<file path="src/ldp_pkg.sv">
// ldp_pkg: register map, field layout, reset values and timing counts
// assumes a 100 MHz system clock
package ldp_pkg;
   localparam logic [6:0] CHIP_ADDR        = 7'h36;
   localparam logic [7:0] GP_CTRL_OFS      = 8'h10;
   localparam logic [7:0] RAMP_STEP_OFS    = 8'h20;
   localparam logic [7:0] GAIN_DELAY_OFS   = 8'h60;
   localparam logic [7:0] MAIN_LEVEL_OFS   = 8'ha0;
   localparam logic [7:0] AUX_LEVEL_OFS    = 8'hb0;
   localparam logic [7:0] IND_LEVEL_OFS    = 8'hc0;
   localparam logic [7:0] GP_CTRL_RST      = 8'h00;
   localparam logic [7:0] RAMP_STEP_RST    = 8'hf0;
   localparam logic [7:0] GAIN_DELAY_RST   = 8'hfc;
   localparam logic [7:0] MAIN_LEVEL_RST   = 8'he0;
   localparam logic [7:0] AUX_LEVEL_RST    = 8'hf8;
   localparam logic [7:0] IND_LEVEL_RST    = 8'hf8;
   // general purpose control bit positions
   localparam int GP_MAIN_ON_BIT    = 0;
   localparam int GP_AUX_ON_BIT     = 1;
   localparam int GP_IND_ON_BIT     = 2;
   localparam int GP_ONE_OFF_BIT    = 3;
   localparam int GP_TWO_OFF_BIT    = 4;
   localparam int GP_ONE_MAIN_BIT   = 5;
   localparam int GP_TWO_MAIN_BIT   = 6;
   localparam int MAIN_CODE_W       = 5;
   localparam int SUB_CODE_W        = 3;
   // ramp step times in microseconds
   localparam int STEP0_US          = 100;
   localparam int STEP1_US          = 25000;
   localparam int STEP2_US          = 50000;
   localparam int STEP3_US          = 100000;
   localparam int CLK_MHZ           = 100;
   localparam int STEP0_CYC         = STEP0_US * CLK_MHZ;
   localparam int STEP1_CYC         = STEP1_US * CLK_MHZ;
   localparam int STEP2_CYC         = STEP2_US * CLK_MHZ;
   localparam int STEP3_CYC         = STEP3_US * CLK_MHZ;
   // gain transition delay, shortest figure of each range, in us
   localparam int GDLY0_US          = 3000;
   localparam int GDLY1_US          = 1500;
   localparam int GDLY2_US          = 400;
   localparam int GDLY3_US          = 60;
   localparam int GDLY0_CYC         = GDLY0_US * CLK_MHZ;
   localparam int GDLY1_CYC         = GDLY1_US * CLK_MHZ;
   localparam int GDLY2_CYC         = GDLY2_US * CLK_MHZ;
   localparam int GDLY3_CYC         = GDLY3_US * CLK_MHZ;
   typedef enum logic [2:0] {
      ST_IDLE  = 3'b000,
      ST_ADDR  = 3'b001,
      ST_INDEX = 3'b010,
      ST_DATA  = 3'b011,
      ST_READ  = 3'b100,
      ST_SKIP  = 3'b101
   } ldp_state_e;
endpackage : ldp_pkg

</file>
<file path="src/ldp_reg_if.sv">
// ldp_reg_if: register write strobe and read data between port and bank
// assumes one clock domain for both ends
`timescale 1ns/10ps
`default_nettype none
interface ldp_reg_if;
   logic       wr_stb;
   logic [7:0] index;
   logic [7:0] wdata;
   logic [7:0] rdata;
   modport port (output wr_stb, output index, output wdata, input rdata);
   modport bank (input wr_stb, input index, input wdata, output rdata);
endinterface : ldp_reg_if
`default_nettype wire

</file>
<file path="src/ldp_bank.sv">
// ldp_bank: control registers, main group ramp, sink level outputs
// assumes writes arrive as single-cycle strobes on clk
`timescale 1ns/10ps
`default_nettype none
module ldp_bank
   import ldp_pkg::*;
#(
   parameter int STEP_CYC0 = STEP0_CYC,
   parameter int STEP_CYC1 = STEP1_CYC,
   parameter int STEP_CYC2 = STEP2_CYC,
   parameter int STEP_CYC3 = STEP3_CYC
) (
   // clock and reset
   input  wire logic         clk,
   input  wire logic         nrst,
   input  wire logic         hw_en,
   // register access
   ldp_reg_if.bank           rif,
   // sink controls
   output logic [4:0]        main_level,
   output logic [2:0]        aux_level,
   output logic [2:0]        indicator_level,
   output logic [1:0]        gain_delay_select,
   output logic [7:0]        gp_ctrl
);
   logic [7:0]  gp_r, gp_nxt, rs_r, rs_nxt, gd_r, gd_nxt;
   logic [7:0]  ma_r, ma_nxt, au_r, au_nxt, ic_r, ic_nxt;
   logic [4:0]  cur_r, cur_nxt;
   logic        live_r, live_nxt;
   logic [23:0] tmr_r, tmr_nxt;
   logic [23:0] step_len;
   logic [4:0]  target;

   always_comb begin
      gp_nxt = gp_r;
      rs_nxt = rs_r;
      gd_nxt = gd_r;
      ma_nxt = ma_r;
      au_nxt = au_r;
      ic_nxt = ic_r;
      if (!hw_en) begin
         gp_nxt = GP_CTRL_RST;
         rs_nxt = RAMP_STEP_RST;
         gd_nxt = GAIN_DELAY_RST;
         ma_nxt = MAIN_LEVEL_RST;
         au_nxt = AUX_LEVEL_RST;
         ic_nxt = IND_LEVEL_RST;
      end else if (rif.wr_stb) begin
         unique case (rif.index)
            GP_CTRL_OFS:    gp_nxt = rif.wdata;
            RAMP_STEP_OFS:  rs_nxt = {6'h3c, rif.wdata[1:0]};
            GAIN_DELAY_OFS: gd_nxt = {6'h3f, rif.wdata[1:0]};
            MAIN_LEVEL_OFS: ma_nxt = {3'h7, rif.wdata[4:0]};
            AUX_LEVEL_OFS:  au_nxt = {5'h1f, rif.wdata[2:0]};
            IND_LEVEL_OFS:  ic_nxt = {5'h1f, rif.wdata[2:0]};
            default: ;
         endcase
      end
   end

   always_comb begin
      unique case (rs_r[1:0])
         2'b00:   step_len = 24'(STEP_CYC0);
         2'b01:   step_len = 24'(STEP_CYC1);
         2'b10:   step_len = 24'(STEP_CYC2);
         2'b11:   step_len = 24'(STEP_CYC3);
      endcase
   end

   // ramp walks one code per step toward level or zero
   assign target = gp_r[GP_MAIN_ON_BIT] ? ma_r[4:0] : 5'h00;
   always_comb begin
      cur_nxt  = cur_r;
      live_nxt = live_r;
      tmr_nxt  = tmr_r;
      if (!hw_en) begin
         cur_nxt  = 5'h00;
         live_nxt = 1'b0;
         tmr_nxt  = 24'h000000;
      end else if (gp_r[GP_MAIN_ON_BIT] && !live_r) begin
         live_nxt = 1'b1;
         tmr_nxt  = 24'h000000;
      end else if (live_r && cur_r != target) begin
         if (tmr_r + 24'h000001 >= step_len) begin
            tmr_nxt = 24'h000000;
            cur_nxt = (cur_r < target) ? cur_r + 5'h01
                                       : cur_r - 5'h01;
         end else begin
            tmr_nxt = tmr_r + 24'h000001;
         end
      end else if (live_r && !gp_r[GP_MAIN_ON_BIT] && cur_r == 5'h00) begin
         live_nxt = 1'b0;
      end
   end

   always_ff @(posedge clk or negedge nrst) begin
      if (!nrst) begin
         gp_r   <= GP_CTRL_RST;
         rs_r   <= RAMP_STEP_RST;
         gd_r   <= GAIN_DELAY_RST;
         ma_r   <= MAIN_LEVEL_RST;
         au_r   <= AUX_LEVEL_RST;
         ic_r   <= IND_LEVEL_RST;
         cur_r  <= 5'h00;
         live_r <= 1'b0;
         tmr_r  <= 24'h000000;
      end else begin
         gp_r   <= gp_nxt;
         rs_r   <= rs_nxt;
         gd_r   <= gd_nxt;
         ma_r   <= ma_nxt;
         au_r   <= au_nxt;
         ic_r   <= ic_nxt;
         cur_r  <= cur_nxt;
         live_r <= live_nxt;
         tmr_r  <= tmr_nxt;
      end
   end

   always_comb begin
      unique case (rif.index)
         GP_CTRL_OFS:    rif.rdata = gp_r;
         RAMP_STEP_OFS:  rif.rdata = rs_r;
         GAIN_DELAY_OFS: rif.rdata = gd_r;
         MAIN_LEVEL_OFS: rif.rdata = ma_r;
         AUX_LEVEL_OFS:  rif.rdata = au_r;
         IND_LEVEL_OFS:  rif.rdata = ic_r;
         default:        rif.rdata = 8'h00;
      endcase
   end

   // main level stays live through ramp-down; aux levels apply at once
   assign main_level        = cur_r;
   assign aux_level         = au_r[2:0];
   assign indicator_level   = ic_r[2:0];
   assign gain_delay_select = gd_r[1:0];
   assign gp_ctrl           = {gp_r[7:1], live_r};
endmodule : ldp_bank
`default_nettype wire

</file>
<file path="src/ldp_top.sv">
// ldp_top: two-wire target port and led driver control outputs
// Summary of operation
// - data changes only while clock is low
// - high-to-low data with clock high starts
// - low-to-high data with clock high stops
// - busy from start until stop
// - repeated start restarts address reception
// - bytes are eight bits, msb first
// - drive data low for the ninth pulse
// - acknowledge address, index and data bytes
// - respond only to address 0110110
// - index byte then data byte stored
// - general register holds enables, shutdowns, routing
// - main level five bits, top bits ones
// - aux level three bits, top bits ones
// - indicator level three bits, top ones
// - main codes map to exponential table
// - sub codes map ten to seventy, hundred
// - ramp step field picks four times
// - ramp affects main group only
// - delay field picks four gain delays
// - enable pin low resets all registers
// - routing bit picks main or aux group
// - main level ramps one code per step
// assumes scl and sda pins are asynchronous to clk
`timescale 1ns/10ps
`default_nettype none
module ldp_top
   import ldp_pkg::*;
(
   // clock and reset
   input  wire logic        clk,
   input  wire logic        nrst,
   // pins
   input  wire logic        hardware_enable_pin,
   input  wire logic        scl_in,
   input  wire logic        sda_in,
   output logic             sda_out,
   output logic             sda_oe,
   // sink controls
   output logic [16:0]      main_scale_permille,
   output logic [9:0]       aux_scale_permille,
   output logic [9:0]       indicator_scale_permille,
   output logic [5:0]       main_sink_on,
   output logic [2:0]       aux_sink_on,
   output logic             indicator_on,
   output logic [1:0]       gain_delay_select,
   output logic [23:0]      gain_delay_cycles,
   output logic             bus_busy
);
   ldp_reg_if rif ();

   // synchronised pins and edges
   logic [1:0] scl_s_r, sda_s_r, hw_s_r;
   logic       scl_d_r, sda_d_r;
   logic       scl, sda, hw_en, scl_rise, scl_fall, start_c, stop_c;

   // transfer state
   ldp_state_e st_r, st_nxt;
   logic [3:0] cnt_r, cnt_nxt;
   logic [7:0] sh_r, sh_nxt, idx_r, idx_nxt, wd_r, wd_nxt, tx_r, tx_nxt;
   logic       ack_r, ack_nxt, busy_r, busy_nxt, wr_r, wr_nxt;
   logic       drv_r, drv_nxt;

   // from the register bank
   logic [4:0] main_code;
   logic [2:0] aux_code, ind_code;
   logic [7:0] gp;

   // pins cross two flops; only the second stage is read
   always_ff @(posedge clk or negedge nrst) begin
      if (!nrst) begin
         scl_s_r <= 2'h3;
         sda_s_r <= 2'h3;
         hw_s_r  <= 2'h0;
         scl_d_r <= 1'b1;
         sda_d_r <= 1'b1;
      end else begin
         scl_s_r <= {scl_s_r[0], scl_in};
         sda_s_r <= {sda_s_r[0], sda_in};
         hw_s_r  <= {hw_s_r[0], hardware_enable_pin};
         scl_d_r <= scl_s_r[1];
         sda_d_r <= sda_s_r[1];
      end
   end
   assign scl      = scl_s_r[1];
   assign sda      = sda_s_r[1];
   assign hw_en    = hw_s_r[1];

   // edges compare the second stage with its one-clock-delayed copy
   assign scl_rise = scl & ~scl_d_r;
   assign scl_fall = ~scl & scl_d_r;
   assign start_c  = scl & scl_d_r & sda_d_r & ~sda;
   assign stop_c   = scl & scl_d_r & ~sda_d_r & sda;

   // bit engine: sample on scl rise, change sda only on scl fall
   always_comb begin
      st_nxt  = st_r;
      cnt_nxt = cnt_r;
      sh_nxt  = sh_r;
      idx_nxt = idx_r;
      wd_nxt  = wd_r;
      tx_nxt  = tx_r;
      ack_nxt = ack_r;
      busy_nxt = busy_r;
      wr_nxt  = 1'b0;
      drv_nxt = drv_r;

      if (!hw_en) begin
         // pin low drops the frame
         st_nxt   = ST_IDLE;
         busy_nxt = 1'b0;
         drv_nxt  = 1'b0;
         ack_nxt  = 1'b0;
         cnt_nxt  = 4'h0;
      end else if (start_c) begin
         // repeated start acts as a first
         st_nxt   = ST_ADDR;
         busy_nxt = 1'b1;
         cnt_nxt  = 4'h0;
         ack_nxt  = 1'b0;
         drv_nxt  = 1'b0;
      end else if (stop_c) begin
         // stop drops any pull-down
         st_nxt   = ST_IDLE;
         busy_nxt = 1'b0;
         drv_nxt  = 1'b0;
         ack_nxt  = 1'b0;
      end else if (scl_rise && st_r != ST_IDLE && st_r != ST_SKIP) begin
         // bits 1..8, then the ack slot
         if (cnt_r < 4'h8) begin
            sh_nxt  = {sh_r[6:0], sda};
            cnt_nxt = cnt_r + 4'h1;
         end else begin
            cnt_nxt = 4'h0;                              // ninth pulse done
            if (st_r == ST_READ && sda)
               st_nxt = ST_SKIP;                         // master nack ends read
         end
      end else if (scl_fall && st_r != ST_IDLE && st_r != ST_SKIP) begin
         // pull-down moves only with scl low
         drv_nxt = 1'b0;
         if (cnt_r == 4'h8 && st_r != ST_READ) begin
            // byte in: ack or not
            unique case (st_r)
               ST_ADDR: begin
                  if (sh_r[7:1] == CHIP_ADDR) begin
                     ack_nxt = 1'b1;
                     st_nxt  = sh_r[0] ? ST_READ : ST_INDEX;
                     tx_nxt  = rif.rdata;
                  end else begin
                     st_nxt = ST_SKIP;
                  end
               end
               ST_INDEX: begin
                  ack_nxt = 1'b1;
                  idx_nxt = sh_r;
                  st_nxt  = ST_DATA;
               end
               ST_DATA: begin
                  ack_nxt = 1'b1;
                  wd_nxt  = sh_r;
                  wr_nxt  = 1'b1;
               end
               default: ;
            endcase
            drv_nxt = ack_nxt;
         end else if (st_r == ST_READ && cnt_r < 4'h8) begin
            // ones shifted in free the line
            drv_nxt = ~tx_r[7];
            tx_nxt  = {tx_r[6:0], 1'b1};
         end else begin
            ack_nxt = 1'b0;
            if (st_r == ST_READ)
               tx_nxt = rif.rdata;
         end
      end
   end

   // registers only; decisions are above
   always_ff @(posedge clk or negedge nrst) begin
      if (!nrst) begin
         st_r   <= ST_IDLE;
         cnt_r  <= 4'h0;
         sh_r   <= 8'h00;
         idx_r  <= 8'h00;
         wd_r   <= 8'h00;
         tx_r   <= 8'hff;
         ack_r  <= 1'b0;
         busy_r <= 1'b0;
         wr_r   <= 1'b0;
         drv_r  <= 1'b0;
      end else begin
         st_r   <= st_nxt;
         cnt_r  <= cnt_nxt;
         sh_r   <= sh_nxt;
         idx_r  <= idx_nxt;
         wd_r   <= wd_nxt;
         tx_r   <= tx_nxt;
         ack_r  <= ack_nxt;
         busy_r <= busy_nxt;
         wr_r   <= wr_nxt;
         drv_r  <= drv_nxt;
      end
   end

   // open drain: only ever pull low
   assign sda_out    = 1'b0;
   assign sda_oe     = drv_r;
   assign bus_busy   = busy_r;

   assign rif.wr_stb = wr_r;
   assign rif.index  = idx_r;
   assign rif.wdata  = wd_r;

   ldp_bank u_bank (
      .clk               (clk),
      .nrst              (nrst),
      .hw_en             (hw_en),
      .rif               (rif),
      .main_level        (main_code),
      .aux_level         (aux_code),
      .indicator_level   (ind_code),
      .gain_delay_select (gain_delay_select),
      .gp_ctrl           (gp)
   );

   // brightness in thousandths of a percent of full scale
   // 17 bits: full scale is 100000
   always_comb begin
      unique case (main_code)
         5'h00: main_scale_permille = 17'd125;
         5'h01: main_scale_permille = 17'd313;
         5'h02: main_scale_permille = 17'd625;
         5'h03: main_scale_permille = 17'd1000;
         5'h04: main_scale_permille = 17'd1125;
         5'h05: main_scale_permille = 17'd1313;
         5'h06: main_scale_permille = 17'd1688;
         5'h07: main_scale_permille = 17'd2063;
         5'h08: main_scale_permille = 17'd2438;
         5'h09: main_scale_permille = 17'd2813;
         5'h0a: main_scale_permille = 17'd3125;
         5'h0b: main_scale_permille = 17'd3750;
         5'h0c: main_scale_permille = 17'd4375;
         5'h0d: main_scale_permille = 17'd5250;
         5'h0e: main_scale_permille = 17'd6250;
         5'h0f: main_scale_permille = 17'd7500;
         5'h10: main_scale_permille = 17'd8750;
         5'h11: main_scale_permille = 17'd10000;
         5'h12: main_scale_permille = 17'd12500;
         5'h13: main_scale_permille = 17'd15000;
         5'h14: main_scale_permille = 17'd16875;
         5'h15: main_scale_permille = 17'd18750;
         5'h16: main_scale_permille = 17'd22500;
         5'h17: main_scale_permille = 17'd26250;
         5'h18: main_scale_permille = 17'd31250;
         5'h19: main_scale_permille = 17'd37500;
         5'h1a: main_scale_permille = 17'd43750;
         5'h1b: main_scale_permille = 17'd52500;
         5'h1c: main_scale_permille = 17'd61250;
         5'h1d: main_scale_permille = 17'd70000;
         5'h1e: main_scale_permille = 17'd87500;
         5'h1f: main_scale_permille = 17'd100000;
      endcase
   end

   // sub groups in tenths of a percent: 100..700 then 1000
   assign aux_scale_permille = (&aux_code) ? 10'd1000
                              : 10'(({7'h00, aux_code} + 10'd1) * 10'd100);

   assign indicator_scale_permille = (&ind_code) ? 10'd1000
                              : 10'(({7'h00, ind_code} + 10'd1) * 10'd100);

   // routing of the two extra sinks
   always_comb begin
      main_sink_on = {2'b00, {4{gp[GP_MAIN_ON_BIT]}}};
      aux_sink_on  = {2'b00, gp[GP_AUX_ON_BIT]};
      main_sink_on[4] = gp[GP_ONE_MAIN_BIT] & gp[GP_MAIN_ON_BIT]
                        & ~gp[GP_ONE_OFF_BIT];
      main_sink_on[5] = gp[GP_TWO_MAIN_BIT] & gp[GP_MAIN_ON_BIT]
                        & ~gp[GP_TWO_OFF_BIT];
      aux_sink_on[1]  = ~gp[GP_ONE_MAIN_BIT] & gp[GP_AUX_ON_BIT]
                        & ~gp[GP_ONE_OFF_BIT];
      aux_sink_on[2]  = ~gp[GP_TWO_MAIN_BIT] & gp[GP_AUX_ON_BIT]
                        & ~gp[GP_TWO_OFF_BIT];
   end

   assign indicator_on = gp[GP_IND_ON_BIT];

   // shortest figure of each delay range
   always_comb begin
      unique case (gain_delay_select)
         2'b00: gain_delay_cycles = 24'(GDLY0_CYC);
         2'b01: gain_delay_cycles = 24'(GDLY1_CYC);
         2'b10: gain_delay_cycles = 24'(GDLY2_CYC);
         2'b11: gain_delay_cycles = 24'(GDLY3_CYC);
      endcase
   end
endmodule : ldp_top
`default_nettype wire

</file>
<file path="config.mk">
export PLATFORM = sky130hd
export DESIGN_NAME = ldp_top
export DESIGN_NICKNAME = d
export VERILOG_FILES = /design/src/ldp_pkg.sv /design/src/ldp_reg_if.sv /design/src/ldp_bank.sv /design/src/ldp_top.sv
export SDC_FILE = /design/constraint.sdc
export NUM_CORES = 1
export LEC_CHECK = 0
export BUFFER_PORTS_ARGS = -buffer_cell sky130_fd_sc_hd__buf_2
export CAP_MARGIN = 40
export CORE_ASPECT_RATIO = 1.5
export CORE_MARGIN = 2
export CORE_UTILIZATION = 40
export CTS_CLUSTER_DIAMETER = 150
export DETAILED_ROUTE_END_ITERATION = 16
export GPL_TIMING_DRIVEN = 0
export SKIP_CTS_REPAIR_TIMING = 1
export SLEW_MARGIN = 20
export SYNTH_ARGS = -nofsm -noshare
export SYNTH_HDL_FRONTEND = slang
export SYNTH_HIERARCHICAL = 1
export SYNTH_SLANG_ARGS = --single-unit
export TNS_END_PERCENT = 50
</file>
<file path="constraint.sdc">
create_clock -name clk -period 4.2 [get_ports clk]
set_input_delay 0.42 -clock clk [delete_from_list [all_inputs] [get_ports clk]]
set_output_delay 0.42 -clock clk [all_outputs]
set_load 0.03 [all_outputs]
</file>
* Word level (Yosys, flattened, before mapping) *
Memory sizes are Yosys's and may differ from the RTL's.
Cells that the tools add are included.

operators by class
  shift-type cells = 0
  div/mod/pow operators = 0
  equality and inequality tests = 47
  $lt $le $gt $ge = 3
  reductions and logical operators = 37
  mux-type cells = 84
  add/subtract/negate cells = 6
  $mul = 2
  bitwise operators = 27

operators by type and width
  cell                   number
  $pmux 24 s4            2
  $mux 8                 23
  $mux 24                4
  $pmux 8 s6             1
  $mux 3                 10
  $mux 5                 6
  $mux 1                 29
  $add 24x1->24 const B  1
  $eq 8x8->1 const B     3
  $ge 24x24->1           1
  $ne 2x1->1 const B     11
  $mux 10                2
  $mux 4                 5
  $reduce_and 2->1       9
  $mul 4x5->8 const B    2
  $and 1x1->1            15
  $reduce_and 7->1       2
  $ne 3x1->1 const B     4
  $not 1->1              12
  $reduce_and 3->1       4
  $logic_and 1x1->1      11
  $ne 5x1->1 const B     2
  $ne 5x5->1 const B     2
  $reduce_and 5->1       2
  32 further kinds       43

word-level totals
  input port bits = 5
  memories kept = 1
  RAM bits = 0
  output and inout bits = 76
  ROM bits = 544
  register bits = 129
  latch bits = 0
  logic and storage cells = 231

memories
  name             depth  width  rd ports  clocked after Yosys merged registers in  wr ports  line            RTL
  (no name shown)  32     17     1         0                                        0         ldp_top.sv:230  unique case (main_code)

* Longest topological paths before layout *
Gate-level depths: netlist (run 1).

  depth after elaboration = 9
  depth in mapped cells = 15

* Hierarchy *
The synthesis (run 1) kept the hierarchy.

by module, submodules not included
  module    sequential area each (µm²)  area an instance (µm²)  times used  cells each
  ldp_bank  1326.3                      3926.3                  1           446
  ldp_top   1293.7                      3783.6                  1           403

* Worst setup path after synthesis (run 1) *
No wires, ideal clock.

  path kind = register -> register
  start point = reg u_bank.tmr_r[2]
  end point = reg u_bank.tmr_r[20]
  path slack = 993 ps
  data arrival time = 3119 ps
  library setup time = 88 ps
  cell stages (with the launch flop) = 15
  required time = 4112 ps
  cell sequence = dfrtp_1 nand4_1 nor4_1 and3_1 nor2b_1 or2_2 ha_1 a21oi_1 o21ai_0 nor2_1 and3_1 clkbuf_1 clkbuf_1 o2111ai_1 o211ai_1

between the ends
  word-level cells in the longest chain between the ends = 6

ends and longest elaborated chain
  item                    line                            RTL
  start, declared         ldp_bank.sv:30                  logic [23:0] tmr_r, tmr_nxt;
  start signal, assigned  ldp_bank.sv:116                 tmr_r <= tmr_nxt;
  $add 24x1->24 *         ldp_bank.sv:84, ldp_bank.sv:89
  $ge 24x24->1            ldp_bank.sv:84                  if (tmr_r + 24'h000001 >= step_len) begin
  $mux 24 *               ldp_bank.sv:84
  $mux 24 *               ldp_bank.sv:83                  end else if (live_r && cur_r != target) begin
  $mux 24 *               ldp_bank.sv:80                  end else if (gp_r[GP_MAIN_ON_BIT] && !live_r) begin
  $mux 24 *               ldp_bank.sv:76                  if (!hw_en) begin

Every way passes the cells marked *; elsewhere a longest branch is shown, timed or not. The select of a mux whose other input is x is not followed.
A chain may end at the register's enable or synchronous reset.

* Worst setup path in the final report (run 1) *
  start point = reg u_bank.tmr_r[0]
  end point = reg u_bank.tmr_r[12]

The elaborated chain is that of the path after synthesis.

==> results.py, run 1 <==
metrics = {
    "final_layout": {
        "fin_nets": 1014,
        "fill_cells": 1890,
        "diodes": 0,
        "drive_gt1_share_pct": 20.8,
        "areaGrowthSynthToFinish_pct": 13.9,
    },
    "die": {
        "pin_count": 81,
        "dieWidth_um": 117,
        "rows": 62,
        "die_area_sq_um": 20400,
        "initial_core_util_pct": 40.5,
        "die_y_um": 174,
        "core-area_sq_um": 19000,
    },
    "pwr": {
        "ir_drop_v": 0.000186,
        "cellPowerDensity_nw_per_um2": 244,
        "p_leak_nw": 4.22,
    },
    "clock_network": {
        "htree_levels": 3,
        "cts_made_buffers": 9,
        "root_buffer": "clkbuf_16",
        "cts.sinks": 104,
        "clockBufferDepth": 2,
        "path_clk_slew_ns": 0.08,
        "tritoncts": "done",
        "worstSkewPairLatency_ns": 0.36,
    },
    "worst_setup_path": {
        "cp_cell_sequence": "ha_1 -> nand3_1 -> nor4_4 -> nand2_1 -> and2_1 -> or2_2 -> ha_1 -> nand3_1 -> a21oi_1 -> nor2_1 -> and3_1 -> clkbuf_1 -> clkbuf_1 -> a32o_1",
        "required_ns": 4.49,
        "end_kind": "flip-flop",
        "critical_path_arrival_ns": 4.09,
        "path_buf_inv": 2,
        "critPathLaunchType": "flip-flop",
        "rrSetupSlack_ns": 0.40,
        "slowest_delay_ns": 0.45,
        "reg2regPathDepth": 14,
        "crit_family": "simple AND/OR/NAND/NOR gates",
        "r2r_start": "u_bank/tmr_r[0]$_DFFE_PN0P_",
        "worst_path_max_delay_cell": "dfrtp_1",
        "r2r_end": "u_bank/tmr_r[12]$_DFFE_PN0P_",
        "crit_type": "reg -> reg",
        "crit_path_max_fanout": 10,
    },
    "global_route": {
        "grt_pass1_wl_um": 31300,
        "antenna_found_initial": 0,
        "grt_remaining_overflow": 0,
        "grt_pass1_vias": 6418,
        "grt_max_degree": 66,
        "grtUsageTotal_pct": 18.7,
    },
    "min_path": {
        "hold_start": "sda_in",
        "min_path_cells": 1,
        "hold_class": "in -> reg",
        "hold_path_end": "sda_s_r[0]$_DFF_PN1_",
    },
    "route": {
        "wl_per_cell_um": 15.7,
        "vias": 6463,
        "drc_errors": 0,
        "drt_iter0_drc": 465,
        "via_per_inst": 5.37,
        "wl_um": 18900,
        "ant_nets": 0,
        "dr.pass1.iters": 5,
    },
    "yosys": {
        "syn_avg_cell_area_sq_um": 9.08,
        "ys_warn_count": 6,
        "syn-cell-area_sq_um": 7700,
        "synthCells": 848,
    },
    "timing": {
        "tightest_slew_ns": 0.664,
        "rsz0062_at_grt": "no",
        "hold_viol_final": 0,
        "holdWs_ns": 0.154,
        "maxSlewHeadroom_pct": 55.4,
        "fmax_ghz": 0.263,
        "period_needed_ns": 3.80,
        "slew_violations": 0,
        "setup_viol": 0,
        "setup-tns-final_ns": 0,
        "finClkSkew_ns": 0.00827,
        "fin_crit_sh_pct": 90.4,
    },
    "job": {
        "cap_violations": 0,
    },
    "place": {
        "io_buffers": 63,
        "detailed_place_hpwl_um": 14300,
        "gp_congestion": 0.948,
    },
    "run_status": {
        "status": "finished clean",
    },
}
[power by group]
group / total (mW) / switching, mW / internal, mW
Clock: 0.868 / 0.399 / 0.469
Sequential: 1.09 / 0.0454 / 1.04
Combinational: 0.183 / 0.108 / 0.0751
Total: 2.14 / 0.553 / 1.59
[metal layers]
metal / up-vias / global-route usage [%] / part of all wire, %
li1: 3163 / - / -
met2: 159 / 36.3 / 55
met3: 46 / 2.62 / 3.2
met4: 0 / 7.28 / 3.0
met1: 3095 / 20.3 / 39
met5: - / 0 / 0
[cell usage in the layout, fill, tap and decap left out, types with 8 or more instances in the layout]
cell	count
nor3_1	12
nand2b_1	15
o21ai_0	27
nor2_1	48
nand3_1	35
xnor2_1	14
a32o_1	12
nand2_1	93
a21o_1	8
conb_1	19
clkbuf_16	9
nor2b_1	20
dfrtp_1	90
ha_1	64
inv_1	49
buf_4	30
xor2_1	9
a211oi_1	10
buf_2	68
clkbuf_1	23
or2_2	12
nand4_1	12
dfstp_2	14
and3_1	8
mux2_2	32
a21boi_0	16
a21oi_1	46
o221ai_1	10
mux2i_1	19
[worst max path at each step]
stage / to / from / slack [ns] / depth (start not counted)
3_5_place_dp: u_bank/tmr_r[2]$_DFFE_PN0P_ / u_bank/tmr_r[2]$_DFFE_PN0P_ / 0.15 / 14
2_1_floorplan: u_bank/tmr_r[20]$_DFFE_PN0P_ / u_bank/tmr_r[2]$_DFFE_PN0P_ / 0.99 / 14
5_1_grt: u_bank/tmr_r[12]$_DFFE_PN0P_ / u_bank/tmr_r[0]$_DFFE_PN0P_ / 0.01 / 13
4_1_cts: u_bank/tmr_r[7]$_DFFE_PN0P_ / u_bank/tmr_r[2]$_DFFE_PN0P_ / 0.09 / 14
3_3_place_gp: u_bank/tmr_r[7]$_DFFE_PN0P_ / u_bank/tmr_r[2]$_DFFE_PN0P_ / 0.13 / 14
6_report: u_bank/tmr_r[12]$_DFFE_PN0P_ / u_bank/tmr_r[0]$_DFFE_PN0P_ / 0.40 / 14
[sequential cells by signal, summed over array words and instances, names as in the netlist, 2 cells and up]
name and cells:
u_bank/tmr_r 24, scl_s_r 2, u_bank/ic_r 3, tx_r 8, u_bank/main_level 5, u_bank/rs_r 2
sda_s_r 2, sh_r 8, st_r 3, hw_s_r 2, u_bank/ma_r 5, u_bank/gp_r 8
idx_r 8, rif.wdata 8, u_bank/gd_r 2, cnt_r 4, u_bank/au_r 3
[metrics by stage]
stage	utilization [%]	instances	cell area, sq um	power [mW]	setup slack, ns
final	46.1	1203	8770	2.14	0.403
after global routing	46.1	1203	8770	2.25	0.0148
after CTS	46.0	1202	8740	2.17	0.0890
after detailed placement	44.4	1186	8440	1.29	0.151
after global placement	44.2	1184	8400	1.29	0.127
after floorplan	-	865	7770	1.23	0.993
[final cells by class]
cell class | count | area [sq um] | area share, %
Inverter | 51 | 191 | 2.18
Timing Repair Buffer | 66 | 364 | 4.15
Clock buffer | 9 | 225 | 2.57
Multi-Input combinational cell | 646 | 4600 | 52.4
Clock inverter | 7 | 77.6 | 0.885
Tap cell | 256 | 320 | 3.65
Buffer | 64 | 375 | 4.28
Sequential cell | 104 | 2620 | 29.9
Power figures use the tool's default switching activity.
==> run 2: changes to the inputs <==
CELL_PAD_IN_SITES_DETAIL_PLACEMENT = 0   (was default)
CELL_PAD_IN_SITES_GLOBAL_PLACEMENT = 1   (was default)
PLACE_DENSITY_LB_ADDON = 0.1   (was default)
clock period = 4.12 ns   (was 4.2 ns; I/O delays follow)
==> results.py, run 2 (synthesis results as in run 1) <==
metrics = {
    "global_route": {
        "busiest_layer": "met2",
        "antenna_found_initial": 0,
        "grtUsageTotal_pct": 19.9,
        "grt_use_met2_pct": 36.4,
        "grt_pass1_wl_um": 33100,
        "grt_pass1_vias": 6534,
        "grt_use_met1_pct": 22.9,
        "met3_usage_pct": 2.66,
        "grt_max_degree": 68,
        "grt_remaining_overflow": 0,
    },
    "route": {
        "drt_iter0_drc": 457,
        "vias": 6499,
        "drc_errors": 0,
        "wl_per_cell_um": 16.7,
        "wl_um": 20100,
        "dr.pass1.iters": 5,
        "ant_nets": 0,
        "via_per_inst": 5.40,
    },
    "final_layout": {
        "largest_reg_flops": 24,
        "ff_latch_area_sq_um": 2620,
        "layout_common_cells": "nand2_1 (93), dfrtp_1 (90), buf_2 (68)",
        "fin_nets": 1014,
        "regMostFlops": "u_bank/tmr_r",
        "final_common_cell": "nand2_1",
        "final_area_sq_um": 8760,
        "final_cells": 1203,
        "drive_gt1_share_pct": 20.9,
        "areaGrowthSynthToFinish_pct": 13.7,
        "multi_input_area_sq_um": 4590,
        "finish.utilization_pct": 46.1,
        "diodes": 0,
        "fill_cells": 1899,
    },
    "die": {
        "core-area_sq_um": 19000,
        "die_y_um": 174,
        "die_area_sq_um": 20400,
        "dieWidth_um": 117,
        "rows": 62,
        "initial_core_util_pct": 40.5,
        "pin_count": 81,
    },
    "clock_network": {
        "cts_made_buffers": 9,
        "path_clk_slew_ns": 0.08,
        "cts.sinks": 104,
        "tritoncts": "done",
        "root_buffer": "clkbuf_16",
        "htree_levels": 3,
        "clockBufferDepth": 2,
        "worstSkewPairLatency_ns": 0.36,
    },
    "timing": {
        "fmax_ghz": 0.261,
        "hold_viol_final": 0,
        "period_needed_ns": 3.83,
        "rsz0062_at_grt": "no",
        "fin_crit_sh_pct": 93.0,
        "setup_viol": 0,
        "slew_violations": 0,
        "finClkSkew_ns": 0.0124,
        "setup-tns-final_ns": 0,
        "setup_slack_ns": 0.287,
        "maxSlewHeadroom_pct": 54.5,
        "tightest_slew_ns": 0.676,
        "holdWs_ns": 0.137,
    },
    "place": {
        "gp_congestion": 0.858,
        "postPlaceCellArea_sq_um": 8440,
        "io_buffers": 63,
        "dp.cells": 1186,
        "detailed_place_hpwl_um": 15400,
        "dp_slack_ns": -0.0920,
    },
    "worst_setup_path": {
        "crit_path_max_fanout": 10,
        "rrSetupSlack_ns": 0.29,
        "crit_family": "simple AND/OR/NAND/NOR gates",
        "cp_cell_sequence": "nand4_1 -> nor4_2 -> and3_1 -> nor2b_1 -> or2_2 -> ha_1 -> a21oi_1 -> o21ai_0 -> nor2_1 -> and3_1 -> clkbuf_1 -> clkbuf_2 -> o2111ai_1 -> o211ai_1",
        "worst_path_max_delay_cell": "nor4_2",
        "critPathLaunchType": "flip-flop",
        "required_ns": 4.40,
        "slowest_delay_ns": 0.60,
        "crit_top_cell": "and3_1",
        "crit_type": "reg -> reg",
        "critical_path_arrival_ns": 4.11,
        "end_kind": "flip-flop",
        "path_buf_inv": 2,
    },
    "pwr": {
        "total_power_mw": 2.17,
        "cellPowerDensity_nw_per_um2": 247,
        "ir_drop_v": 0.000226,
        "p_leak_nw": 4.20,
    },
    "run_status": {
        "status": "finished clean",
    },
    "job": {
        "cap_violations": 0,
    },
    "min_path": {
        "hold_class": "in -> reg",
    },
}
-- run 2: worst paths after layout --
path                                        startpoint                           end  cells past startpoint
hold reg to reg                    hw_s_r[0]$_DFF_PN0_           hw_s_r[1]$_DFF_PN0_                      0
setup / recovery           u_bank/tmr_r[2]$_DFFE_PN0P_  u_bank/tmr_r[19]$_DFFE_PN0P_                     14
min in group asynchronous                         nrst    u_bank/au_r[1]$_DFFE_PN0P_                      2
setup reg to reg           u_bank/tmr_r[2]$_DFFE_PN0P_  u_bank/tmr_r[19]$_DFFE_PN0P_                     14
hold / removal                                  scl_in          scl_s_r[0]$_DFF_PN1_                      1
max in group asynchronous                         nrst           tx_r[6]$_DFFE_PN1P_                      3
-- run 2: where the power goes --
part | internal [mW] | switching, mW
registers | 1.06 | 0.0491
logic | 0.0767 | 0.112
clock network | 0.430 | 0.436
total | 1.57 | 0.597
-- run 2: area by class of cell --
class	instances	area share [%]
multi-input combinational	646	52.4
inverter	51	2.19
buffer	64	4.30
clock inverter	7	0.843
tap	256	3.66
clock buffer	9	2.57
sequential	104	29.9
timing repair buffer	66	4.16
-- run 2: routing by layer --
metal / wire length [um] / part of all wire [%] / vias up
li1: - / - / 3163
met1: 8120 / 40 / 3095
met2: 10500 / 52 / 199
met3: 853 / 4.2 / 42
met4: 590 / 2.9 / 0
met5: 0 / 0 / -
==> run 3: changes to the inputs <==
ABC_AREA = 1   (was default)
CORE_MARGIN = 1.5   (was 2)
==> results.py, run 3 <==
metrics = {
    "final_layout": {
        "final_common_cell": "nand2_1",
        "layout_common_cells": "nand2_1 (257), inv_1 (113), dfrtp_1 (90)",
        "diodes": 0,
        "drive_gt1_share_pct": 18.3,
        "areaGrowthSynthToFinish_pct": 13.9,
        "fin_nets": 1160,
        "largest_reg_flops": 24,
        "regMostFlops": "u_bank/tmr_r",
    },
    "clock_network": {
        "path_clk_slew_ns": 0.08,
        "worstSkewPairLatency_ns": 0.36,
        "root_buffer": "clkbuf_16",
        "cts_made_buffers": 9,
        "cts.sinks": 104,
        "clockBufferDepth": 2,
        "htree_levels": 3,
        "tritoncts": "done",
    },
    "min_path": {
        "hold_class": "in -> reg",
    },
    "place": {
        "dp_slack_ns": 0.856,
        "detailed_place_hpwl_um": 14900,
        "io_buffers": 63,
        "gp_congestion": 0.881,
    },
    "yosys": {
        "syn_avg_cell_area_sq_um": 7.63,
        "synthCells": 993,
        "syn-cell-area_sq_um": 7580,
        "ys_warn_count": 6,
    },
    "global_route": {
        "grt_pass1_wl_um": 31600,
        "grtUsageTotal_pct": 20.3,
        "grt_max_degree": 74,
        "grt_remaining_overflow": 0,
        "antenna_found_initial": 0,
        "grt_pass1_vias": 6591,
    },
    "timing": {
        "setup-tns-final_ns": 0,
        "maxSlewHeadroom_pct": 46.6,
        "fin_crit_sh_pct": 78.5,
        "slew_violations": 0,
        "tightest_slew_ns": 0.794,
        "finClkSkew_ns": 0.0111,
        "setup_slack_ns": 0.885,
        "hold_viol_final": 0,
        "setup_viol": 0,
        "rsz0062_at_grt": "no",
        "fmax_ghz": 0.309,
        "period_needed_ns": 3.24,
    },
    "worst_setup_path": {
        "slowest_delay_ns": 0.43,
        "worst_path_max_delay_cell": "dfrtp_1",
        "critical_path_arrival_ns": 3.48,
        "cp_cell_sequence": "nand3_1 -> nor3_4 -> nand4_1 -> nor2_1 -> xor2_1 -> inv_1 -> ha_1 -> nand3_1 -> nor2_1 -> nand3_1 -> nor2_1 -> nor2_4 -> nand2_2 -> nand2_2 -> nand3_1 -> nand2_1",
        "crit_path_max_fanout": 8,
        "critPathLaunchType": "flip-flop",
        "required_ns": 4.37,
        "crit_top_cell": "nand3_1",
        "crit_type": "reg -> reg",
        "end_kind": "flip-flop",
    },
    "route": {
        "dr.pass1.iters": 4,
        "ant_nets": 0,
        "wl_um": 18900,
        "vias": 6594,
        "drt_iter0_drc": 376,
        "wl_per_cell_um": 14.1,
        "drc_errors": 0,
        "via_per_inst": 4.90,
    },
    "die": {
        "dieWidth_um": 115,
        "pin_count": 81,
        "core-area_sq_um": 18500,
        "die_area_sq_um": 19800,
        "rows": 61,
        "die_y_um": 172,
        "initial_core_util_pct": 40.9,
    },
    "job": {
        "cap_violations": 0,
    },
    "run_status": {
        "status": "finished clean",
    },
    "pwr": {
        "p_leak_nw": 4.38,
        "cellPowerDensity_nw_per_um2": 263,
        "ir_drop_v": 0.000206,
    },
}
## run 3: critical path: cells and delay by family (launching register included)
family                     cells  cell delay (ns)
buffers and inverters          1             0.08
and+or+nand+nor               13             2.05
xor gates and xnor gates       1             0.24
DFF                            1             0.43
adders and majority gates      1             0.30
## run 3: path summary, 6_finish.rpt
check	startpoint	to	slack, ns	cells past startpoint
worst max-delay path	u_bank/tmr_r[2]$_DFFE_PN0P_	u_bank/main_level[4]$_DFFE_PN0P_	0.88	16
worst min-delay path	sda_in	sda_s_r[0]$_DFF_PN1_	0.14	1
worst max register to register	u_bank/tmr_r[2]$_DFFE_PN0P_	u_bank/main_level[4]$_DFFE_PN0P_	0.88	16
worst min register to register	hw_s_r[0]$_DFF_PN0_	hw_s_r[1]$_DFF_PN0_	0.35	0
max in group asynchronous	nrst	sda_d_r$_DFF_PN1_	2.91	3
min in group asynchronous	nrst	u_bank/tmr_r[21]$_DFFE_PN0P_	0.49	2
## run 3: stage by stage
step	power, mW	cell area (sq um)	hold slack (ns)	std cells	util [%]
2_1_floorplan	1.30	7640	0.116	1010	-
3_3_place_gp	1.38	8280	0.333	1325	44.6
3_5_place_dp	1.38	8320	0.320	1328	44.9
4_1_cts	2.31	8630	-0.0769	1344	46.5
5_1_grt	2.38	8640	0.128	1345	46.6
6_report	2.28	8640	0.144	1345	46.6
## run 3: power breakdown
| part | internal (mW) | total (mW) | switching (mW) |
|---|---|---|---|
| clock | 0.485 | 0.915 | 0.430 |
| sequential | 1.08 | 1.12 | 0.0354 |
| combinational | 0.0700 | 0.240 | 0.170 |
## run 3: layout make-up
cell class,count,area [sq um]
Tap cell,252,315
Inverter,120,450
Sequential cell,104,2620
Buffer,48,324
Clock inverter,7,83.8
Fill cell,1942,9910
Clock buffer,9,225
Timing Repair Buffer,67,369
Multi-Input combinational cell,738,4250
## run 3: layer usage
metal	global-route usage, %	share of wire, %	vias to the layer above
met3	2.29	1.8	42
met5	0	0	-
li1	-	-	3388
met2	39.0	55	86
met4	9.02	3.5	0
met1	21.8	40	3078
